File: src/hw/cst_pkg.sv
// package: register map, field layout and types for the channel status / measure select block
package cst_pkg;
   // register indices (printed offsets are not multiples of four)
   localparam logic [7:0] CST_IDX_MSEL     = 8'h1c;
   localparam logic [7:0] CST_IDX_MUXEN    = 8'h1d;
   localparam logic [7:0] CST_IDX_STATUS   = 8'h1e;
   localparam logic [7:0] CST_IDX_CHIPINFO = 8'h1f;
   localparam logic [7:0] CST_IDX_CTRL     = 8'h20;
   localparam logic [7:0] CST_IDX_IRQ_STAT = 8'h21;
   localparam logic [7:0] CST_IDX_IRQ_MASK = 8'h22;
   localparam int CST_ADDR_W = 10;
   // measure select field positions
   localparam int CST_ARM_SEL_LSB   = 0;
   localparam int CST_ARM_EN_BIT    = 3;
   localparam int CST_START_SEL_LSB = 4;
   localparam int CST_START_EN_BIT  = 7;
   localparam int CST_STOP_SEL_LSB  = 8;
   localparam int CST_STOP_EN_BIT   = 11;
   // status field positions
   localparam int CST_FAIL_LSB = 12;
   localparam int CST_TERR_LSB = 8;
   // control register bit
   localparam int CST_AFR_CLR_BIT = 2;
   // reset values
   localparam logic [11:0] CST_MSEL_RST  = 12'h000;
   localparam logic [1:0]  CST_MUXEN_RST = 2'h0;
   localparam logic [7:0]  CST_IRQ_RST   = 8'h00;
   // axi responses
   localparam logic [1:0] CST_RESP_OKAY   = 2'h0;
   localparam logic [1:0] CST_RESP_SLVERR = 2'h2;

   typedef struct packed {
      logic       stop_en;
      logic [2:0] stop_sel;
      logic       start_en;
      logic [2:0] start_sel;
      logic       arm_en;
      logic [2:0] arm_sel;
   } cst_msel_t;

   // two-signal form of a tristatable output
   typedef struct packed {
      logic o;
      logic oe_n;
   } cst_tri_t;

   typedef enum logic [2:0] {
      CST_WR_IDLE = 3'h1,
      CST_WR_RESP = 3'h2,
      CST_WR_HOLD = 3'h4
   } cst_wr_state_t;
endpackage

File: src/hw/cst_channel_status.sv
// top: channel pair mux enables, channel status word, measure signal routing, axi4-lite slave
//
// Overview of operation
// - muxen bit 0 set folds channel 1 onto channel 0; resets to zero.
// - muxen bit 1 set folds channel 3 onto channel 2; resets zero.
// - status bits 15..12 are OR of each channel's accumulated fail bits.
// - status bits 11..8 are OR of each channel's timing error flags.
// - odd status bits 7,5,3,1 show live high comparator of channels 3..0.
// - even status bits 6,4,2,0 show live low comparator of channels 3..0.
// - arm, start and stop each select any channel's high or low comparator.
// - each of arm, start and stop can be tristated by its enable.
// - select code: even is channel high, odd is channel low, channel=code/2.
// - enable zero puts the output high impedance; enables reset to zero.
// - writing one to fail clear bit gives one clear pulse; zero does nothing.
`timescale 1ns/1ps
module cst_channel_status
   import cst_pkg::*;
#(
   parameter int NUM_CH  = 4,
   parameter int AFR_W   = 32,
   parameter int TERR_W  = 4
) (
   // clock and reset
   input  wire logic                      clock,
   input  wire logic                      resetn,
   // axi4-lite write address
   input  wire logic [CST_ADDR_W-1:0]     s_axi_awaddr,
   input  wire logic                      s_axi_awvalid,
   output logic                           s_axi_awready,
   // axi4-lite write data
   input  wire logic [31:0]               s_axi_wdata,
   input  wire logic [3:0]                s_axi_wstrb,
   input  wire logic                      s_axi_wvalid,
   output logic                           s_axi_wready,
   // axi4-lite write response
   output logic [1:0]                     s_axi_bresp,
   output logic                           s_axi_bvalid,
   input  wire logic                      s_axi_bready,
   // axi4-lite read
   input  wire logic [CST_ADDR_W-1:0]     s_axi_araddr,
   input  wire logic                      s_axi_arvalid,
   output logic                           s_axi_arready,
   output logic [31:0]                    s_axi_rdata,
   output logic [1:0]                     s_axi_rresp,
   output logic                           s_axi_rvalid,
   input  wire logic                      s_axi_rready,
   // per-channel condition inputs
   input  wire logic [NUM_CH*AFR_W-1:0]   accumulated_fail_registers,
   input  wire logic [NUM_CH*TERR_W-1:0]  timing_error_flags,
   input  wire logic [NUM_CH-1:0]         comp_high,
   input  wire logic [NUM_CH-1:0]         comp_low,
   // formatter controls
   output logic                           pair0_mux_en,
   output logic                           pair1_mux_en,
   output logic                           afr_clear_pulse,
   // measure outputs (oe_n low while driving)
   output logic                           measure_arm_out,
   output logic                           measure_arm_oe_n,
   output logic                           measure_start_out,
   output logic                           measure_start_oe_n,
   output logic                           measure_stop_out,
   output logic                           measure_stop_oe_n,
   // interrupt
   output logic                           irq
);
   // the status word and select codes are laid out for exactly four channels
   if (NUM_CH != 4) begin : g_bad_ch
      $error("cst_channel_status: NUM_CH must be 4");
   end
   if (AFR_W < 1 || TERR_W < 1) begin : g_bad_w
      $error("cst_channel_status: widths must be positive");
   end

   ////////////////////////////////////////////////////////////////////////////
   // reset release through two flops
   logic rst_s1_r;
   logic rst_n_r;
   always_ff @(posedge clock or negedge resetn) begin
      if (!resetn) begin
         rst_s1_r <= 1'b0;
         rst_n_r  <= 1'b0;
      end else begin
         rst_s1_r <= 1'b1;
         rst_n_r  <= rst_s1_r;
      end
   end

   ////////////////////////////////////////////////////////////////////////////
   // status word
   logic [NUM_CH-1:0] ch_fail;
   logic [NUM_CH-1:0] ch_terr;
   logic [15:0]       status_word;
   genvar gi;
   generate
      for (gi = 0; gi < NUM_CH; gi++) begin : g_ch
         assign ch_fail[gi] = |accumulated_fail_registers[gi*AFR_W +: AFR_W];
         assign ch_terr[gi] = |timing_error_flags[gi*TERR_W +: TERR_W];
         assign status_word[CST_FAIL_LSB+gi] = ch_fail[gi];
         assign status_word[CST_TERR_LSB+gi] = ch_terr[gi];
         assign status_word[2*gi+1] = comp_high[gi];
         assign status_word[2*gi]   = comp_low[gi];
      end
   endgenerate

   ////////////////////////////////////////////////////////////////////////////
   // registers
   cst_msel_t   msel_r;
   logic [1:0]  muxen_r;
   logic [7:0]  irq_stat_r;
   logic [7:0]  irq_mask_r;
   logic        afr_clr_r;
   logic [7:0]  events;
   logic [7:0]  events_d_r;
   logic [7:0]  event_rise;

   assign pair0_mux_en = muxen_r[0];
   assign pair1_mux_en = muxen_r[1];
   assign afr_clear_pulse = afr_clr_r;

   // events: rising edge of each channel's fail and timing error summary
   assign events     = {ch_terr, ch_fail};
   assign event_rise = events & ~events_d_r;
   assign irq        = |(irq_stat_r & irq_mask_r);

   ////////////////////////////////////////////////////////////////////////////
   // axi4-lite write channel: takes address and data in either order
   cst_wr_state_t     wr_state_r;
   logic              aw_got_r;
   logic              w_got_r;
   logic [7:0]        aw_idx_r;
   logic [31:0]       wdata_r;
   logic [3:0]        wstrb_r;
   logic              wr_fire;
   logic              wr_lo;
   logic              wr_hi;
   logic              wr_hit;
   logic [7:0]        w1c_mask;

   assign s_axi_awready = (wr_state_r == CST_WR_IDLE) && !aw_got_r;
   assign s_axi_wready  = (wr_state_r == CST_WR_IDLE) && !w_got_r;
   assign wr_fire = (wr_state_r == CST_WR_HOLD);
   assign wr_lo   = wstrb_r[0];
   assign wr_hi   = wstrb_r[1];
   assign wr_hit  = (aw_idx_r == CST_IDX_MSEL) || (aw_idx_r == CST_IDX_MUXEN)
                 || (aw_idx_r == CST_IDX_CTRL) || (aw_idx_r == CST_IDX_IRQ_STAT)
                 || (aw_idx_r == CST_IDX_IRQ_MASK);
   assign w1c_mask = (wr_fire && aw_idx_r == CST_IDX_IRQ_STAT && wr_lo)
                   ? wdata_r[7:0] : 8'h00;

   always_ff @(posedge clock or negedge rst_n_r) begin
      if (!rst_n_r) begin
         wr_state_r <= CST_WR_IDLE;
         aw_got_r   <= 1'b0;
         w_got_r    <= 1'b0;
         aw_idx_r   <= 8'h00;
         wdata_r    <= 32'h0000_0000;
         wstrb_r    <= 4'h0;
         s_axi_bvalid <= 1'b0;
         s_axi_bresp  <= CST_RESP_OKAY;
      end else begin
         case (wr_state_r)
            CST_WR_IDLE: begin
               if (s_axi_awvalid && s_axi_awready) begin
                  aw_got_r <= 1'b1;
                  aw_idx_r <= s_axi_awaddr[CST_ADDR_W-1:2];
               end
               if (s_axi_wvalid && s_axi_wready) begin
                  w_got_r <= 1'b1;
                  wdata_r <= s_axi_wdata;
                  wstrb_r <= s_axi_wstrb;
               end
               if ((aw_got_r || s_axi_awvalid) && (w_got_r || s_axi_wvalid)) begin
                  wr_state_r <= CST_WR_HOLD;
               end
            end
            CST_WR_HOLD: begin
               aw_got_r     <= 1'b0;
               w_got_r      <= 1'b0;
               s_axi_bvalid <= 1'b1;
               s_axi_bresp  <= wr_hit ? CST_RESP_OKAY : CST_RESP_SLVERR;
               wr_state_r   <= CST_WR_RESP;
            end
            CST_WR_RESP: begin
               if (s_axi_bready) begin
                  s_axi_bvalid <= 1'b0;
                  wr_state_r   <= CST_WR_IDLE;
               end
            end
            default: wr_state_r <= CST_WR_IDLE;
         endcase
      end
   end

   // register updates on the commit cycle
   always_ff @(posedge clock or negedge rst_n_r) begin
      if (!rst_n_r) begin
         msel_r     <= CST_MSEL_RST;
         muxen_r    <= CST_MUXEN_RST;
         irq_mask_r <= CST_IRQ_RST;
         afr_clr_r  <= 1'b0;
      end else begin
         if (wr_fire && aw_idx_r == CST_IDX_MSEL) begin
            if (wr_lo) msel_r[7:0]  <= wdata_r[7:0];
            if (wr_hi) msel_r[11:8] <= wdata_r[11:8];
         end
         if (wr_fire && aw_idx_r == CST_IDX_MUXEN && wr_lo) begin
            muxen_r <= wdata_r[1:0];
         end
         if (wr_fire && aw_idx_r == CST_IDX_IRQ_MASK && wr_lo) begin
            irq_mask_r <= wdata_r[7:0];
         end
         // self-clearing: one cycle wide no matter what was written
         afr_clr_r <= wr_fire && aw_idx_r == CST_IDX_CTRL && wr_lo
                      && wdata_r[CST_AFR_CLR_BIT];
      end
   end

   // sticky events: a new edge wins over a write-one-to-clear in the same cycle
   always_ff @(posedge clock or negedge rst_n_r) begin
      if (!rst_n_r) begin
         irq_stat_r <= CST_IRQ_RST;
         events_d_r <= CST_IRQ_RST;
      end else begin
         events_d_r <= events;
         irq_stat_r <= (irq_stat_r & ~w1c_mask) | event_rise;
      end
   end

   ////////////////////////////////////////////////////////////////////////////
   // measure routing: code/2 is the channel, code lsb picks low comparator
   function automatic logic pick_comp(input logic [2:0] code, input logic [NUM_CH-1:0] hi,
                                      input logic [NUM_CH-1:0] lo);
      pick_comp = code[0] ? lo[code[2:1]] : hi[code[2:1]];
   endfunction

   // outputs run combinational so comparator edges keep their timing to the unit
   assign measure_arm_out    = pick_comp(msel_r.arm_sel, comp_high, comp_low);
   assign measure_start_out  = pick_comp(msel_r.start_sel, comp_high, comp_low);
   assign measure_stop_out   = pick_comp(msel_r.stop_sel, comp_high, comp_low);
   assign measure_arm_oe_n   = ~msel_r.arm_en;
   assign measure_start_oe_n = ~msel_r.start_en;
   assign measure_stop_oe_n  = ~msel_r.stop_en;

   ////////////////////////////////////////////////////////////////////////////
   // axi4-lite read channel, one cycle to rvalid
   logic [7:0]  ar_idx;
   logic [31:0] rd_mux;
   logic        rd_hit;
   assign ar_idx = s_axi_araddr[CST_ADDR_W-1:2];
   assign s_axi_arready = !s_axi_rvalid;
   assign rd_hit = (ar_idx >= CST_IDX_MSEL) && (ar_idx <= CST_IDX_IRQ_MASK);
   assign rd_mux =
        (ar_idx == CST_IDX_MSEL)     ? {20'h00000, msel_r}
      : (ar_idx == CST_IDX_MUXEN)    ? {30'h00000000, muxen_r}
      : (ar_idx == CST_IDX_STATUS)   ? {16'h0000, status_word}
      : (ar_idx == CST_IDX_IRQ_STAT) ? {24'h000000, irq_stat_r}
      : (ar_idx == CST_IDX_IRQ_MASK) ? {24'h000000, irq_mask_r}
      : 32'h0000_0000;

   always_ff @(posedge clock or negedge rst_n_r) begin
      if (!rst_n_r) begin
         s_axi_rvalid <= 1'b0;
         s_axi_rdata  <= 32'h0000_0000;
         s_axi_rresp  <= CST_RESP_OKAY;
      end else if (s_axi_arvalid && s_axi_arready) begin
         s_axi_rvalid <= 1'b1;
         s_axi_rdata  <= rd_mux;
         s_axi_rresp  <= rd_hit ? CST_RESP_OKAY : CST_RESP_SLVERR;
      end else if (s_axi_rready) begin
         s_axi_rvalid <= 1'b0;
      end
   end
endmodule

File: config.mk
export PLATFORM = sky130hd
export DESIGN_NAME = cst_channel_status
export DESIGN_NICKNAME = d
export VERILOG_FILES = /design/src/hw/cst_pkg.sv /design/src/hw/cst_channel_status.sv
export SDC_FILE = /design/constraint.sdc
export NUM_CORES = 1
export LEC_CHECK = 0
export BUFFER_PORTS_ARGS = -buffer_cell sky130_fd_sc_hd__buf_2
export CAP_MARGIN = 10
export CORE_ASPECT_RATIO = 0.6
export CORE_MARGIN = 5
export CORE_UTILIZATION = 40
export DETAILED_ROUTE_END_ITERATION = 12
export GPL_TIMING_DRIVEN = 0
export PLACE_DENSITY_LB_ADDON = 0.1
export SLEW_MARGIN = 30
export SYNTH_ARGS = -nofsm -noshare
export SYNTH_HDL_FRONTEND = slang
export SYNTH_SLANG_ARGS = --single-unit
File: constraint.sdc
create_clock -name clock -period 2.4 [get_ports clock]
set_input_delay 0.48 -clock clock [delete_from_list [all_inputs] [get_ports clock]]
set_output_delay 0.48 -clock clock [all_outputs]
set_load 0.01 [all_outputs]
* Word-level counts from Yosys, hierarchy flattened *
Index checks and enable logic that the tools add are counted.

word-level totals
  ROM bits = 0
  output and inout bits = 51
  bits in writable memories = 0
  memories = 0
  latch bits = 0
  register bits after elaboration = 106
  bits of input ports = 215

operators by class
  bitwise gates (word level) = 9
  equal/unequal tests = 17
  $lt $le $gt $ge = 5
  reduce and logical (&&, ||, !) cells = 46
  muxes and demuxes = 34
  shift operators = 0
  div/mod/pow operators = 0
  multipliers = 0
  add/sub/neg operators = 0

operators by type and width
  cell                                                         number
  OR reduction 32 bit                                          4
  2-to-1 mux 16 bit                                            3
  == test 8 x 5 -> 1 bit (second input constant)               5
  == test 8 x 6 -> 1 bit (second input constant)               5
  bitwise AND 8 bit                                            3
  2-to-1 mux 8 bit                                             3
  logical AND 1 bit                                            17
  inverter 8 bit                                               2
  AND reduction 2 bit                                          8
  OR reduction 4 bit                                           4
  2-to-1 mux 1 bit                                             14
  binary-select mux 1 bit (select 2 bit)                       6
  less-than comparator 2 x 3 -> 1 bit (second input constant)  3
  case mux 3 bit (3 select lines)                              1
  >= comparator 8 x 5 -> 1 bit (second input constant)         1
  <= comparator 8 x 6 -> 1 bit (second input constant)         1
  OR 8 bit                                                     1
  OR reduction 8 bit                                           1
  logical OR 1 bit                                             6
  2-to-1 mux 3 bit                                             2
  inequality test 2 x 1 -> 1 bit (second input constant)       3
  case mux 1 bit (2 select lines)                              3
  nonzero test 2 bit                                           3
  2-to-1 mux 2 bit                                             2
  6 further kinds                                              10

* Logic depth before layout (Yosys ltp) *
  depth after elaboration = 7
  depth in mapped cells = 6

* Least setup slack after synthesis *
OpenSTA, ideal clock, no wires.

  kind = reg-to-reg
  from = register wr_state_r[0]
  to = register aw_idx_r[0]
  stages on the path, launching flop included = 5
  path slack = 0.601 ns
  arrival = 1.675 ns
  required time = 2.275 ns
  buffers on the path = 0
  path through = dfstp_2 or3b_1 nor2_1 nand2_2 mux2_2

between the ends
  longest elaborated chain between the ends = 4

ends and longest elaborated chain
  element                        RTL line                   RTL
  start: declaration             cst_channel_status.sv:127  cst_wr_state_t wr_state_r;
  start signal: assignment       cst_channel_status.sv:152  wr_state_r <= CST_WR_IDLE;
  start signal: assignment       cst_channel_status.sv:173  wr_state_r <= CST_WR_HOLD;
  start signal: assignment       cst_channel_status.sv:181  wr_state_r <= CST_WR_RESP;
  == test 3 x 1 -> 1 bit         cst_channel_status.sv:139  assign s_axi_awready = (wr_state_r == CST_WR_IDLE) && !aw_got_r;
  logical AND 1 bit              cst_channel_status.sv:139
  named net s_axi_awready        cst_channel_status.sv:29   output logic s_axi_awready,
  logical AND 1 bit              cst_channel_status.sv:163  if (s_axi_awvalid && s_axi_awready) begin
  AND reduction 2 bit (no line)  --
  end signal: assignment         cst_channel_status.sv:165  aw_idx_r <= s_axi_awaddr[CST_ADDR_W-1:2];
  end: declaration               cst_channel_status.sv:130  logic [7:0] aw_idx_r;

The timed path passes the listed nets, and every way through them passes these cells.
A chain may end at the register's enable or synchronous reset.

* Worst setup path in the final report *
  from = register msel_r[9] (netlist name)
  to = output measure_stop_out

between the ends
  longest elaborated chain between the ends = 3

ends and longest elaborated chain
  element                                 RTL line                   RTL
  start: declaration                      cst_channel_status.sv:107  cst_msel_t msel_r;
  binary-select mux 1 bit (select 2 bit)  cst_channel_status.sv:233  pick_comp = code[0] ? lo[code[2:1]] : hi[code[2:1]];
  2-to-1 mux 1 bit (implied by the code)  cst_channel_status.sv:233
  2-to-1 mux 1 bit *                      cst_channel_status.sv:233
  end: declaration                        cst_channel_status.sv:61   output logic measure_stop_out,

Every way passes the cells marked *; elsewhere a longest branch is shown, timed or not. The select of a mux whose other input is x is not followed.

==> impl_metrics.sql <==
INSERT INTO impl_metrics (metric_group, metric, value, unit) VALUES
('global_route', 'groute.usage.overall', '0.211', ''),
('die', 'die_h', '92.5', 'um'),
('synth', 'yosys_register_bits', '88', ''),
('timing', 'maxSlewHeadroom', '0.401', ''),
('routing', 'routedWlPerCell', '18.4', 'um'),
('final_layout', 'fill_cells', '1031', ''),
('final_layout', 'synthToLayoutAreaGrowth', '37.0', '%'),
('timing', 'achievable-frequency', '449', 'MHz'),
('die', 'ioPinCount', '266', ''),
('routing', 'postRouteAntennaNets', '0', ''),
('worst_setup_path', 'r2r-start', 'aw_idx_r[3]', ''),
('placement', 'detailedPlacementHpwl', '11900', 'um'),
('timing', 'setup_viol_count_final', '0', ''),
('timing', 'grt_setup_unrepaired', 'no', ''),
('pwr', 'part_of_the_total_power_dissipated_in_the_clock_network', '0.294', ''),
('worst_setup_path', 'timing.setup.critical_path_class', 'register to primary output', ''),
('die', 'die_w', '147', 'um'),
('clocking', 'clock_latency', '340', 'ps'),
('final_layout', 'drive_gt1_frac', '0.510', ''),
('synth', 'synth_sequential_area_ratio', '0.486', ''),
('pwr', 'p_total', '4.57', 'mW'),
('worst_setup_path', 'worstPathArrival', '1750', 'ps'),
('timing', 'skew', '7.97', 'ps'),
('clocking', 'htree_num_levels', '3', ''),
('routing', 'routed-via-count', '4114', ''),
('timing', 'setup_tns', '0', 'ps'),
('synth', 'synth_ff_type', 'dfrtp_1', ''),
('worst_setup_path', 'critPathMaxFanout', '4', ''),
('clocking', 'cts_root_buf', 'clkbuf_16', ''),
('synth', 'synth_top_area_share', '0.480', ''),
('status', 'run_status', 'completed', ''),
('die', 'die-area', '0.0136', 'mm2'),
('global_route', 'first_global_vias', '4164', ''),
('worst_setup_path', 'r2r_setup_slack', '310', 'ps'),
('final_layout', 'final_nets', '857', ''),
('pwr', 'power_density', '735', 'mW/mm2'),
('clocking', 'worst_setup_hold_path_clk_slew', '70', 'ps'),
('routing', 'drt_pass1_iterations', '4', ''),
('synth', 'post-synth-top-area-cell', 'dfrtp_1', ''),
('clocking', 'clock_path_buffers', '2', ''),
('routing', 'totalWireLength', '14500', 'um'),
('run', 'drv_cap', '0', ''),
('synth', 'netlist_area', '0.00453', 'mm2'),
('global_route', 'grt-ovfl-total', '0', ''),
('min_path', 'hold_class', 'register to async pin', ''),
('synth', 'synthTopCellsByArea', 'dfrtp_1 (48%), mux2_2 (10%), nor4_1 (4.7%)', ''),
('timing', 'post-route-period-util', '0.929', ''),
('global_route', 'grt_start_max_net_pins', '46', ''),
('clocking', 'cts-buffers-inserted', '9', ''),
('pwr', 'worst_ir_drop_vdd', '0.000537', 'V'),
('routing', 'drt-initial-drc-count', '276', ''),
('routing', 'drt-vias-per-instance', '5.20', ''),
('worst_setup_path', 'crit-reg2reg-capture', 'irq_stat_r[3]', ''),
('synth', 'netlist_instances', '391', ''),
('worst_setup_path', 'required', '1920', 'ps'),
('routing', 'drc', '0', ''),
('clocking', 'cts_setup_buffers', '0', ''),
('pwr', 'share_comb_of_total_power', '0.241', ''),
('global_route', 'grt_pass1_wl', '22500', 'um'),
('pwr', 'swShare', '0.316', ''),
('worst_setup_path', 'worstPathCellList', 'mux4_2, mux2_2, buf_2', ''),
('synth', 'syn_avg_cell_area', '11.6', 'um2'),
('timing', 'finalMaxSlewViolations', '0', ''),
('pwr', 'p_int', '3.12', 'mW'),
('synth', 'synth-async-reset-ratio', '1.00', ''),
('final_layout', 'antennaDiodeCount', '0', ''),
('pwr', 'power.static_leakage', '3.00', 'nW'),
('placement', 'port_buf_inserts', '221', ''),
('worst_setup_path', 'critical_path.slowest_cell', 'mux4_2', ''),
('pwr', 'power_frac_seq', '0.465', ''),
('clocking', 'clk_sinks', '88', '');
-- layer usage --
layer / GRT usage / wire [um] / part of all wire
met5: 0 / 0 / 0
met4: 0.0349 / 108 / 0.0074
met3: 0.0562 / 1270 / 0.087
met2: 0.345 / 6840 / 0.47
met1: 0.289 / 6330 / 0.44
-- cell type report --
type,count,area [um2],area share
Sequential cell,88,2210,0.355
Multi-Input combinational cell,276,2150,0.346
Timing Repair Buffer,223,1140,0.184
Clock buffer,9,225,0.0362
Buffer,30,193,0.0310
Tap cell,144,180,0.0290
Clock inverter,7,62.6,0.0101
Inverter,14,52.6,0.00846
-- flip-flops by register name, summed over array words and instances, names as in the netlist, 3 cells and up --
signal and count:
irq_mask_r 8, wdata_r 12, s_axi_rdata 16, aw_idx_r 8
irq_stat_r 8, events_d_r 8, msel_r 12, wr_state_r 3
-- cells in the final DEF, fill, tap and decap left out, types with 3 or more instances in the layout --
cell and n:
a22oi_1 5, inv_1 14, clkbuf_1 8, conb_1 19, mux2_2 42, buf_2 222
mux2_4 8, nor4_1 34, nor2_1 26, a22o_1 9, nand4_1 17, or4_1 6
clkbuf_16 9, a21oi_1 6, dfrtp_1 86, a211oi_1 6, buf_4 19, a21o_1 3
inv_6 3, nand2b_1 3, nand4b_1 6, a221o_1 4, nor3_1 3, mux4_2 6
a221oi_1 4, o21ai_0 7, nor2b_1 3, nand2_1 19, o2bb2ai_1 3, nand3_1 4
-- per-stage QoR --
stage | hold WS, ps | instance area (um2) | setup WS (ps) | utilization | instances
finish | 328 | 6210 | 171 | 0.555 | 791
global route | 337 | 6210 | 88.1 | 0.555 | 791
CTS | 317 | 6210 | 151 | 0.555 | 791
detailed placement | 271 | 5920 | 51.5 | 0.529 | 774
global placement | 265 | 5890 | 59.1 | 0.526 | 773
floorplan | 184 | 4600 | 601 | - | 408
-- critical path, delay by kind of cell (launching register included) --
family   cells  cell delay [ps]
mux          2              790
flops        1              480
buf+inv      1              140
-- Yosys cell counts (2+ instances only) --
master and count:
dfrtp_1 87, mux2_2 42, nor4_1 34, nor2_1 26
buf_4 19, nand2_1 19, nand4_1 17, inv_1 14
a22o_1 9, clkbuf_1 8, mux2_4 8, o21ai_0 7
a211oi_1 6, a21oi_1 6, mux4_2 6, nand4b_1 6
or4_1 6, a22oi_1 5, a221o_1 4, a221oi_1 4
nand3_1 4, a21o_1 3, nand2b_1 3, nor2b_1 3
nor3_1 3, o2bb2ai_1 3, a31oi_1 2, and4b_1 2
conb_1 2, nand2_2 2, nor4_4 2, o21ai_1 2
o22ai_1 2
-- worst max path at each step --
| stage | start | endpoint | slack [ps] |
|---|---|---|---|
| after floorplan | wr_state_r[0] | aw_idx_r[0] | 600 |
| after global placement | s_axi_araddr[2] | s_axi_rdata[13] | 60 |
| after detailed placement | s_axi_araddr[2] | s_axi_rdata[13] | 50 |
| after CTS | msel_r[9] | measure_stop_out | 150 |
| after global routing | msel_r[9] | measure_stop_out | 90 |
| final | msel_r[9] | measure_stop_out | 170 |
-- cell families after synthesis --
logic type             synth area share
other                           0.00166
multiplexers                      0.163
AO/OA/AOI/OAI                    0.0938
AND/OR/NAND/NOR                   0.202
flip-flops                        0.486
buffers and inverters            0.0541
-- power by group through the flow --
stage,Clock [mW],Combinational [mW],Sequential (mW)
2_1_floorplan,0,0.711,2.07
3_3_place_gp,0,1.06,2.15
3_5_place_dp,0,1.11,2.15
4_1_cts,1.39,1.12,2.12
5_1_grt,1.43,1.22,2.18
6_report,1.34,1.10,2.12
-- repair_timing --
action	in CTS	in global routing
hold buffers	1	0
gates resized for setup	0	0
hold endpoints to repair	2	0
Power figures use the tool's default switching activity.
